## src/core/oid_pkg.sv

```systemverilog
// Package with register map, field positions, codes and timing for the ID pin detection block.
package oid_pkg;
	// Register byte offsets.
	localparam logic [4:0] OID_OTG_CTRL_ADDR = 5'h00;
	localparam logic [4:0] OID_INT_EN_RISE_ADDR = 5'h04;
	localparam logic [4:0] OID_INT_EN_FALL_ADDR = 5'h08;
	localparam logic [4:0] OID_USB_INT_STAT_ADDR = 5'h0C;
	localparam logic [4:0] OID_CARKIT_STAT_ADDR = 5'h10;
	localparam logic [4:0] OID_INT_LATCH_ADDR = 5'h14;
	localparam logic [4:0] OID_RID_CTRL_ADDR = 5'h18;
	localparam logic [4:0] OID_CABLE_STAT_ADDR = 5'h1C;

	// Field positions.
	localparam int OID_PULLUP_BIT = 0;
	localparam int OID_HOST_MODE_BIT = 1;
	localparam int OID_GND_BIT = 4;
	localparam int OID_FLOAT_BIT = 0;
	localparam int OID_RID_START_BIT = 0;
	localparam int OID_RID_BUSY_BIT = 1;
	localparam int OID_RID_VALID_BIT = 7;
	localparam int OID_RID_CODE_LSB = 4;
	localparam int OID_A_PLUG_BIT = 0;
	localparam int OID_B_PLUG_BIT = 1;
	localparam int OID_VALID_CABLE_BIT = 2;

	// Reset values.
	localparam logic [7:0] OID_OTG_CTRL_RST = 8'h00;
	localparam logic [7:0] OID_INT_EN_RST = 8'h00;

	// Resistance codes.
	localparam logic [2:0] OID_RID_GROUND = 3'h0;
	localparam logic [2:0] OID_RID_75R = 3'h1;
	localparam logic [2:0] OID_RID_102K = 3'h2;
	localparam logic [2:0] OID_RID_200K = 3'h3;
	localparam logic [2:0] OID_RID_440K = 3'h4;
	localparam logic [2:0] OID_RID_FLOAT = 3'h5;
	localparam int OID_RID_LEVELS = 5;

	// Timing.
	localparam int OID_CLK_PERIOD_NS = 100;
	localparam int OID_RID_SETTLE_NS = 100000;
	localparam int OID_RID_SETTLE_CYC = (OID_RID_SETTLE_NS + OID_CLK_PERIOD_NS - 1) / OID_CLK_PERIOD_NS;
	localparam logic [9:0] OID_RID_SETTLE_LAST = 10'(OID_RID_SETTLE_CYC - 1);

	// Converter sequence.
	typedef enum logic [3:0] {
		OID_RID_IDLE = 4'h1,
		OID_RID_SETTLE = 4'h2,
		OID_RID_SAMPLE = 4'h4,
		OID_RID_DONE = 4'h8
	} oid_rid_state_type;
endpackage
```

## src/core/oid_detect.sv

```systemverilog
// ID pin detection logic: comparator status, change events, RXCMD requests and resistance converter.
// Function
// - Grounded flag 0 for A, 1 for B.
// - Only grounded or floating are valid cables.
// - Keeper only, ground drop raises interrupt.
// - Resistance coded 000 to 101, pull-up off.
// - Resistance code readable in synchronous mode.
// - Pull-up bit connects internal 100K pull-up.
// - Float changes send RXCMD with alternate interrupt.
// - Flags 11 float, 10 102K, 00 ground.
// - Link clears enables; keeper pulls ID high.
// - Grounded flag is usb status bit 4.
// - Host mode interrupts on grounded change.
// - Floating flag is carkit status bit 0.
`timescale 1ns/1ps
module oid_detect (
	input wire logic clk_i,
	input wire logic sys_rst_i,
	input wire logic [4:0] avs_address_i,
	input wire logic avs_read_i,
	input wire logic avs_write_i,
	input wire logic [31:0] avs_writedata_i,
	input wire logic [3:0] avs_byteenable_i,
	output logic [31:0] avs_readdata_o,
	output logic avs_waitrequest_o,
	input wire logic id_gnd_cmp_i,
	input wire logic id_float_cmp_i,
	input wire logic [4:0] rid_level_i,
	input wire logic ulpi_sync_mode_i,
	output logic id_pullup_en_o,
	output logic weak_keeper_pullup_o,
	output logic rid_meas_en_o,
	output logic rxcmd_valid_o,
	output logic rxcmd_alt_int_o
);

	localparam int SYNC_W = 2 + oid_pkg::OID_RID_LEVELS;

	logic [SYNC_W-1:0] sync_in;
	logic [SYNC_W-1:0] sync1_r;
	logic [SYNC_W-1:0] sync2_r;
	logic gnd_prev_r;
	logic float_prev_r;
	logic ack_r;
	logic [31:0] readdata_r;
	logic [7:0] otg_ctrl_r;
	logic [7:0] int_en_rise_r;
	logic [7:0] int_en_fall_r;
	logic [7:0] int_latch_r;
	logic [2:0] rid_code_r;
	logic rid_valid_r;
	logic rid_start_r;
	logic [9:0] settle_cnt_r;
	oid_pkg::oid_rid_state_type rid_state_r;
	oid_pkg::oid_rid_state_type rid_state_nxt;
	logic rxcmd_valid_r;
	logic rxcmd_alt_int_r;
	logic id_gnd_s;
	logic id_float_s;
	logic [4:0] rid_level_s;
	logic gnd_rise;
	logic gnd_fall;
	logic float_rise;
	logic float_fall;
	logic gnd_event;
	logic float_event;
	logic wr_take;
	logic rd_take;
	logic rid_busy;
	logic a_plug;
	logic b_plug;

	// Counts the asserted levels of the thermometer code from the converter comparators.
	function automatic logic [2:0] oid_rid_encode(input logic [4:0] lvl);
		logic [2:0] cnt;
		cnt = 3'h0;
		for (int i = 0; i < oid_pkg::OID_RID_LEVELS; i++) begin
			cnt = cnt + {2'h0, lvl[i]};
		end
		return cnt;
	endfunction

	// Decodes a byte address to a one-hot hit on a given register offset.
	function automatic logic oid_hit(input logic [4:0] addr, input logic [4:0] offset);
		return addr[4:2] == offset[4:2];
	endfunction

	assign sync_in = {rid_level_i, id_float_cmp_i, id_gnd_cmp_i};

	generate
		for (genvar g = 0; g < SYNC_W; g++) begin : g_sync
			always_ff @(posedge clk_i or posedge sys_rst_i) begin
				if (sys_rst_i) begin
					sync1_r[g] <= 1'b0;
					sync2_r[g] <= 1'b0;
				end else begin
					sync1_r[g] <= sync_in[g];
					sync2_r[g] <= sync1_r[g];
				end
			end
		end
	endgenerate

	assign id_gnd_s = sync2_r[0];
	assign id_float_s = sync2_r[1];
	assign rid_level_s = sync2_r[SYNC_W-1:2];

	always_ff @(posedge clk_i or posedge sys_rst_i) begin
		if (sys_rst_i) begin
			gnd_prev_r <= 1'b0;
			float_prev_r <= 1'b0;
		end else begin
			gnd_prev_r <= id_gnd_s;
			float_prev_r <= id_float_s;
		end
	end

	assign gnd_rise = id_gnd_s & ~gnd_prev_r;
	assign gnd_fall = ~id_gnd_s & gnd_prev_r;
	assign float_rise = id_float_s & ~float_prev_r;
	assign float_fall = ~id_float_s & float_prev_r;

	// Grounded changes count in host mode, or while only the keeper holds the pin up.
	assign gnd_event = (otg_ctrl_r[oid_pkg::OID_HOST_MODE_BIT] | ~id_pullup_en_o)
		& ((gnd_rise & int_en_rise_r[oid_pkg::OID_GND_BIT]) | (gnd_fall & int_en_fall_r[oid_pkg::OID_GND_BIT]));
	assign float_event = (float_rise & int_en_rise_r[oid_pkg::OID_FLOAT_BIT])
		| (float_fall & int_en_fall_r[oid_pkg::OID_FLOAT_BIT]);

	// Only a grounded pin or a floating pin is a legal OTG cable state.
	assign a_plug = ~id_gnd_s & ~id_float_s;
	assign b_plug = id_gnd_s & id_float_s;

	// The slave answers every access in its second cycle.
	assign avs_waitrequest_o = (avs_read_i | avs_write_i) & ~ack_r;
	assign avs_readdata_o = readdata_r;
	assign wr_take = avs_write_i & ack_r & avs_byteenable_i[0];
	assign rd_take = avs_read_i & ~ack_r;

	always_ff @(posedge clk_i or posedge sys_rst_i) begin
		if (sys_rst_i) begin
			ack_r <= 1'b0;
		end else begin
			ack_r <= (avs_read_i | avs_write_i) & ~ack_r;
		end
	end

	always_ff @(posedge clk_i or posedge sys_rst_i) begin
		if (sys_rst_i) begin
			readdata_r <= 32'h00000000;
		end else if (rd_take) begin
			readdata_r <= 32'h00000000;
			if (oid_hit(avs_address_i, oid_pkg::OID_OTG_CTRL_ADDR)) begin
				readdata_r[7:0] <= otg_ctrl_r;
			end
			if (oid_hit(avs_address_i, oid_pkg::OID_INT_EN_RISE_ADDR)) begin
				readdata_r[7:0] <= int_en_rise_r;
			end
			if (oid_hit(avs_address_i, oid_pkg::OID_INT_EN_FALL_ADDR)) begin
				readdata_r[7:0] <= int_en_fall_r;
			end
			if (oid_hit(avs_address_i, oid_pkg::OID_USB_INT_STAT_ADDR)) begin
				readdata_r[oid_pkg::OID_GND_BIT] <= id_gnd_s;
			end
			if (oid_hit(avs_address_i, oid_pkg::OID_CARKIT_STAT_ADDR)) begin
				readdata_r[oid_pkg::OID_FLOAT_BIT] <= id_float_s;
			end
			if (oid_hit(avs_address_i, oid_pkg::OID_INT_LATCH_ADDR)) begin
				readdata_r[7:0] <= int_latch_r;
			end
			if (oid_hit(avs_address_i, oid_pkg::OID_RID_CTRL_ADDR)) begin
				readdata_r[oid_pkg::OID_RID_BUSY_BIT] <= rid_busy;
				readdata_r[oid_pkg::OID_RID_CODE_LSB +: 3] <= rid_code_r;
				readdata_r[oid_pkg::OID_RID_VALID_BIT] <= rid_valid_r;
			end
			if (oid_hit(avs_address_i, oid_pkg::OID_CABLE_STAT_ADDR)) begin
				readdata_r[oid_pkg::OID_A_PLUG_BIT] <= a_plug;
				readdata_r[oid_pkg::OID_B_PLUG_BIT] <= b_plug;
				readdata_r[oid_pkg::OID_VALID_CABLE_BIT] <= a_plug | b_plug;
			end
		end
	end

	always_ff @(posedge clk_i or posedge sys_rst_i) begin
		if (sys_rst_i) begin
			otg_ctrl_r <= oid_pkg::OID_OTG_CTRL_RST;
			int_en_rise_r <= oid_pkg::OID_INT_EN_RST;
			int_en_fall_r <= oid_pkg::OID_INT_EN_RST;
		end else if (wr_take) begin
			if (oid_hit(avs_address_i, oid_pkg::OID_OTG_CTRL_ADDR)) begin
				otg_ctrl_r <= {6'h00, avs_writedata_i[1:0]};
			end
			if (oid_hit(avs_address_i, oid_pkg::OID_INT_EN_RISE_ADDR)) begin
				int_en_rise_r <= {3'h0, avs_writedata_i[4], 3'h0, avs_writedata_i[0]};
			end
			if (oid_hit(avs_address_i, oid_pkg::OID_INT_EN_FALL_ADDR)) begin
				int_en_fall_r <= {3'h0, avs_writedata_i[4], 3'h0, avs_writedata_i[0]};
			end
		end
	end

	// Sticky change flags; a new event in the clearing cycle survives.
	always_ff @(posedge clk_i or posedge sys_rst_i) begin
		if (sys_rst_i) begin
			int_latch_r <= 8'h00;
		end else begin
			if (wr_take && oid_hit(avs_address_i, oid_pkg::OID_INT_LATCH_ADDR)) begin
				int_latch_r <= int_latch_r & ~avs_writedata_i[7:0];
			end
			if (gnd_event) begin
				int_latch_r[oid_pkg::OID_GND_BIT] <= 1'b1;
			end
			if (float_event) begin
				int_latch_r[oid_pkg::OID_FLOAT_BIT] <= 1'b1;
			end
		end
	end

	// One-cycle RXCMD request; float changes carry the alternate interrupt bit.
	always_ff @(posedge clk_i or posedge sys_rst_i) begin
		if (sys_rst_i) begin
			rxcmd_valid_r <= 1'b0;
			rxcmd_alt_int_r <= 1'b0;
		end else begin
			rxcmd_valid_r <= gnd_event | float_event;
			rxcmd_alt_int_r <= float_event;
		end
	end

	assign rxcmd_valid_o = rxcmd_valid_r;
	assign rxcmd_alt_int_o = rxcmd_alt_int_r;

	// Start request for the converter, honoured only in synchronous mode.
	always_ff @(posedge clk_i or posedge sys_rst_i) begin
		if (sys_rst_i) begin
			rid_start_r <= 1'b0;
		end else begin
			rid_start_r <= wr_take && oid_hit(avs_address_i, oid_pkg::OID_RID_CTRL_ADDR)
				&& avs_writedata_i[oid_pkg::OID_RID_START_BIT] && ulpi_sync_mode_i;
		end
	end

	always_comb begin
		rid_state_nxt = rid_state_r;
		case (rid_state_r)
			oid_pkg::OID_RID_IDLE: begin
				if (rid_start_r) begin
					rid_state_nxt = oid_pkg::OID_RID_SETTLE;
				end
			end
			oid_pkg::OID_RID_SETTLE: begin
				if (settle_cnt_r == oid_pkg::OID_RID_SETTLE_LAST) begin
					rid_state_nxt = oid_pkg::OID_RID_SAMPLE;
				end
			end
			oid_pkg::OID_RID_SAMPLE: begin
				rid_state_nxt = oid_pkg::OID_RID_DONE;
			end
			oid_pkg::OID_RID_DONE: begin
				rid_state_nxt = oid_pkg::OID_RID_IDLE;
			end
			default: begin
				rid_state_nxt = oid_pkg::OID_RID_IDLE;
			end
		endcase
	end

	always_ff @(posedge clk_i or posedge sys_rst_i) begin
		if (sys_rst_i) begin
			rid_state_r <= oid_pkg::OID_RID_IDLE;
		end else begin
			rid_state_r <= rid_state_nxt;
		end
	end

	always_ff @(posedge clk_i or posedge sys_rst_i) begin
		if (sys_rst_i) begin
			settle_cnt_r <= 10'h000;
		end else if (rid_state_r == oid_pkg::OID_RID_SETTLE) begin
			settle_cnt_r <= settle_cnt_r + 10'h001;
		end else begin
			settle_cnt_r <= 10'h000;
		end
	end

	// The code is taken once the pin has settled with the main pull-up off.
	always_ff @(posedge clk_i or posedge sys_rst_i) begin
		if (sys_rst_i) begin
			rid_code_r <= oid_pkg::OID_RID_FLOAT;
			rid_valid_r <= 1'b0;
		end else if (rid_state_r == oid_pkg::OID_RID_SAMPLE) begin
			rid_code_r <= oid_rid_encode(rid_level_s);
			rid_valid_r <= 1'b1;
		end else if (rid_start_r) begin
			rid_valid_r <= 1'b0;
		end
	end

	assign rid_busy = rid_state_r != oid_pkg::OID_RID_IDLE;
	assign rid_meas_en_o = rid_busy;
	// The internal pull-up follows the control bit except during a measurement.
	assign id_pullup_en_o = otg_ctrl_r[oid_pkg::OID_PULLUP_BIT] & ~rid_busy;
	// The keeper stays on so a removed cable lets the pin rise.
	assign weak_keeper_pullup_o = 1'b1;

endmodule // oid_detect

```

## config.mk

```make
export PLATFORM = sky130hd
export DESIGN_NAME = oid_detect
export DESIGN_NICKNAME = d
export VERILOG_FILES = /design/src/core/oid_pkg.sv /design/src/core/oid_detect.sv
export SDC_FILE = /design/constraint.sdc
export NUM_CORES = 1
export LEC_CHECK = 0
export ABC_AREA = 1
export BUFFER_PORTS_ARGS = -buffer_cell sky130_fd_sc_hd__buf_4
export CORE_ASPECT_RATIO = 1.25
export CORE_MARGIN = 3
export CORE_UTILIZATION = 50
export CTS_CLUSTER_SIZE = 16
export DETAILED_ROUTE_END_ITERATION = 12
export GPL_ROUTABILITY_DRIVEN = 0
export PLACE_DENSITY_LB_ADDON = 0.05
export SETUP_SLACK_MARGIN = 0.4
export SYNTH_ARGS = -nofsm -noshare
export SYNTH_HDL_FRONTEND = slang
export SYNTH_SLANG_ARGS = --single-unit
```

## constraint.sdc

```tcl
create_clock -name clk_i -period 5.4 [get_ports clk_i]
set_input_delay 0.54 -clock clk_i [delete_from_list [all_inputs] [get_ports clk_i]]
set_output_delay 0.54 -clock clk_i [all_outputs]
set_load 0.02 [all_outputs]
```

After elaboration in Yosys (flattened, before gate mapping). Index checks and enable logic that the tools add are counted. Widths: inputs -> output; s select.

Mux-type cells: 18. Bitwise gates (word level): 31. Add/subtract/negate cells: 5. Equality and inequality tests: 14. Reduce and logical (&&, ||, !) cells: 12.

Operator list (number): $mux 8 (3); $and 1x1->1 (16); $eq 3x3->1 const B (4); $mux 4 (3); $pmux 4 s3 (1); $add 10x1->10 const B (1); $eq 10x10->1 const B (1); $mux 10 (1); $and 8x8->8 (1); $not 8->8 (1); $reduce_and 2->1 (4); $mux 1 (7); $not 1->1 (7); $add 3x1->3 (2); $eq 3x2->1 const B (2); $or 1x1->1 (6); $reduce_bool 2->1 (3); $mux 5 (1); $eq 4x1->1 const B (1); $eq 4x2->1 const B (1); $eq 4x3->1 const B (1); $logic_and 1x1->1 (4); $ne 2x2->1 const B (2); $ne 4x1->1 const B (1); other kinds (6) (6).

Word-level logic and storage cells: 111. Register bits after elaboration: 60.

Depth between registers and ports, before layout.
Depth after elaboration: 8. Gate-level depth with buffers: 8. Depth with buffers taken out: 8.

Worst setup path before layout. Ideal clock, no wire load.

Kind: register -> register. Start: reg sync2_r[2] (netlist: rid_level_s[0]). End: reg rid_code_r[1]. Arrival time: 1623 ps. Buffers on the path: 0. Required time: 5284 ps. Slack: 3661 ps. Library setup time: 116 ps. Cell stages (with the launch flop): 8. Cell sequence: dfrtp_1 > inv_1 > fa_1 > inv_1 > fa_1 > ha_1 > nand2_1 > nand2_1.

Cells in the longest elaborated chain, start to end: 4.

Ends and longest elaborated chain: from (decl) (line oid_detect.sv:41) `logic [SYNC_W-1:0] sync2_r;`; from (signal, indexed assignment) (line oid_detect.sv:98) `sync2_r[g] <= sync1_r[g];`; $add 1x1->2 (line oid_detect.sv:78) `cnt = cnt + {2'h0, lvl[i]};`; $add 2x1->3 (line oid_detect.sv:78); $add 3x1->3 (2 in a row) (line oid_detect.sv:78); to (signal assigned) (line oid_detect.sv:288) `rid_code_r <= oid_pkg::OID_RID_FLOAT;`; to (signal assigned) (line oid_detect.sv:291) `rid_code_r <= oid_rid_encode(rid_level_s);`; to (decl) (line oid_detect.sv:50) `logic [2:0] rid_code_r;`.

Every way passes these cells. A chain may end at the register's enable or synchronous reset.

Worst setup path after layout.
Start: reg rid_state_r[3]. End: out id_pullup_en_o.

Cells in the longest elaborated chain, start to end: 3.

Ends and longest elaborated chain: from (decl) (line oid_detect.sv:54) `oid_pkg::oid_rid_state_type rid_state_r;`; from (signal assigned) (line oid_detect.sv:269) `rid_state_r <= oid_pkg::OID_RID_IDLE;`; from (signal assigned) (line oid_detect.sv:271) `rid_state_r <= rid_state_nxt;`; $ne 4x1->1 (line oid_detect.sv:298) `assign rid_busy = rid_state_r != oid_pkg::OID_RID_IDLE;`; $not 1->1 (line oid_detect.sv:301) `assign id_pullup_en_o = otg_ctrl_r[oid_pkg::OID_PULLUP_BIT] & ~rid_busy;`; $and 1x1->1 (line oid_detect.sv:301); to (decl) (line oid_detect.sv:30) `output logic id_pullup_en_o,`.

Every way passes these cells.

==> metrics.md <==
| Metric | Value |
|---|---|
| WS Path Type | `reg2out` |
| Starting density of the core | `0.522` |
| Setup TNS | `0 ns` |
| First-pass GRT wire length | `just over 8000 um` |
| Top cells by count, synth | `dfrtp_1, nand2_1, inv_1` |
| Vias in the first global route | `roughly 1800` |
| CTS buffer count | `9` |
| CP top delay family | `simple AND/OR/NAND/NOR gates` |
| Max-slew headroom | `0.512` |
| Worst path cell trace | `nor2_1, nand3_1, nor2_1, buf_4` |
| Nets@finish | `392` |
| CP peak stage delay | `around 0.38 ns` |
| Post-Syn Instances | `289` |
| Post-Route Utilization | `0.613` |
| Hold_buf cts | `0` |
| Core area | `between 5000 and 6000 sq um` |
| Synth top area cells | `dfrtp_1, nand2_1, buf_4, inv_1, nor2_1` |
| Biggest area consumer among synthesized cells | `dfrtp_1` |
| Post-CTS setup repair buffer count | `0` |
| Seq/Total Area, Yosys | `0.560` |
| Top-area cell type share of the netlist area | `0.531` |
| Post-synth ARST share | `1.00` |
| R2r setup slk | `~3.6 ns` |
| # DRC | `0` |
| Total number of vias | `1876` |
| Worst reg2reg path depth | `7` |
| Post-synth design cell area | `2690 sq um` |
| Reg2reg start | `rid_level_s[0]` |
| Placed insts | `~380` |
| Detailed Route Iter0 Violations | `90` |
| Critical path's slowest cell | `dfrtp_1` |
| Final WS setup | `approximately 3.4 ns` |
| PD cells | `380 nW/um^2` |
| Final period util | `0.367` |
| Worst setup SP type | `flip-flop` |
| CTS sink count | `60` |
| Worst Hold Path EP | `sync1_r[5]` |
| Setup-failing EPs final | `0` |
| Final Slew Violations | `0` |
| Crit path DAT | `approximately 1.4 ns` |
| Antenna Nets Post-Route | `0` |
| Clock-pin slew on the worst setup and hold paths | `0.07 ns` |
| Yosys reg bits | `60` |
| Routed Wire Length | `4850 um` |
| Worst vdd ir | `0.000235 V` |
| Largest net degree at the start of global routing | `61` |
| ANT cells | `0` |
| Fraction of layout cells with a size suffix above 1 | `0.201` |
| Root buf cell | `clkbuf_8` |
| Top-count cell post-synth | `dfrtp_1` |
| CP bufs+invs | `1` |
| Fin cells | `400` |
| Post-synth cell types | `30` |
| Achievable Freq | `504 MHz` |
| Post-synth EDFFs | `0` |
| Initial antenna violation count | `0` |
| WL/cell | `12.1 um` |
| Clk_lat worst skew | `0.34 ns` |
| Max Cap Viol | `0` |
| Hold Startpoint | `rid_level_i[3]` |
| Final Hold Fails | `0` |
| Unrepaired setup endpoints after global routing | `no` |
| Die ar. | `6300 sq um` |
| Synth warn | `0` |
| Crit path required time | `4.86 ns` |
| Worst-Margin Slew | `0.732 ns` |
| Die Span Y | `88.0 um` |
| Top_reg_cell synth | `dfrtp_1` |
| Leakage | `1.62 nW` |
| Status | `complete, no violations` |
| Detailed Place HPWL | `approximately 3500 um` |
| Min-Delay Path Class | `in2reg` |
| H-tree depth | `3` |
| Min-Delay Path Depth | `1` |
| Syn Area/Cell | `~9.3 sq um` |
| Die X | `71.6 um` |
| Reg2reg end | `rid_code_r[1]` |
| Row cnt | `29` |
| Syn-to-layout area delta | `17.5%` |
| Total track usage | `0.175` |
| # port buffers | `36` |
| GRT overflow | `0` |
| Most Frequent Cell on Critical Path | `nor2_1` |
| Tmin final | `1.98 ns` |
| CP max FO | `6` |
| Crit end category | `output port` |
| Top-level I/O count | `between 90 and 100` |
| TritonCTS clock tree | `yes` |
| Post-Place Worst Slack | `3.57 ns` |
| Via density per instance | `4.69` |
| Fillers | `487` |
| Post-CTS resize count | `0` |
| DRT Pass-1 Iters | `4` |
| Worst Skew | `0.00915 ns` |
| Clk buf depth | `2` |
state kept, by name (all words and copies together), names as in the netlist, 2 cells and up:
| register | flops |
|---|---|
| avs_readdata_o | 8 |
| int_en_fall_r | 2 |
| int_en_rise_r | 2 |
| int_latch_r | 8 |
| otg_ctrl_r | 2 |
| rid_code_r | 3 |
| rid_level_s | 5 |
| rid_state_r | 4 |
| settle_cnt_r | 10 |
| sync1_r | 7 |
cell type report:
type                            instances  area (sq um)  share of cell area
Clock buffer                           10           138              0.0436
Clock inverter                          6          87.6              0.0277
Inverter                               44           165              0.0523
Multi-Input combinational cell        181           907               0.287
Sequential cell                        60          1510               0.477
Tap cell                               62          77.6              0.0246
Timing Repair Buffer                   37           278              0.0880
where the power goes:
part	switching, mW	internal, mW
Combinational	0.139	0.0787
Clock	0.182	0.271
Sequential	0.0258	0.501
metal layers:
layer	share of wire	up-vias	global-route usage
li1	-	944	-
met1	0.43	871	0.216
met2	0.49	54	0.275
met3	0.069	7	0.0723
met4	0.014	0	0.0667
met5	0	-	0
stage by stage:
step	power [mW]	cell area [sq um]	hold WS, ns
CTS	1.21	3160	0.289
global placement	0.753	2930	0.331
finish	1.20	3160	0.304
detailed placement	0.758	2930	0.335
global route	1.27	3160	0.274
floorplan	0.688	2770	0.331
kinds of logic (layout without fill, tap and decap cells):
kind of cell	count (synthesis)	in the layout	synth area share
buffers and inverters	71	97	0.135
adders and majority gates	6	6	0.0335
AOI/OAI and AO/OA	34	34	0.0698
DFF	60	60	0.560
and+or+nand+nor	112	112	0.186
other	2	25	0.00279
xor gates and xnor gates	4	4	0.0130
worst max path at each step:
stage	startpoint	end	slack (ns)	cells after the start
4_1_cts	rid_state_r[3]	id_pullup_en_o	3.39	4
3_5_place_dp	rid_level_s[0]	rid_code_r[1]	3.57	7
6_report	rid_state_r[3]	id_pullup_en_o	3.42	4
2_1_floorplan	sys_rst_i	ack_r	3.38	1
5_1_grt	rid_state_r[3]	id_pullup_en_o	3.23	4
3_3_place_gp	rid_level_s[0]	rid_code_r[1]	3.61	7
cell usage in the layout, fill, tap and decap left out:
| cell type | count |
|---|---|
| or2_2 | 2 |
| dfrtp_1 | 57 |
| xor2_1 | 3 |
| nor3_2 | 2 |
| nor3_1 | 7 |
| buf_4 | 37 |
| o22ai_1 | 3 |
| ha_1 | 4 |
| o31ai_1 | 1 |
| fa_1 | 2 |
| o21ai_0 | 13 |
| nand3_1 | 14 |
| clkbuf_8 | 10 |
| o21ai_1 | 3 |
| nand2_2 | 1 |
| bufinv_16 | 2 |
| clkinvlp_4 | 3 |
| nor2_1 | 27 |
| nand4_1 | 5 |
| clkinv_2 | 1 |
| a21oi_1 | 9 |
| dfstp_2 | 3 |
| a21boi_0 | 2 |
| nand3_4 | 1 |
| nor2_4 | 1 |
| xnor2_1 | 1 |
| conb_1 | 25 |
| a31o_2 | 1 |
| inv_2 | 4 |
| a31oi_1 | 2 |
| nand2_1 | 52 |
| inv_1 | 40 |
(Power assumes the default switching activity.)
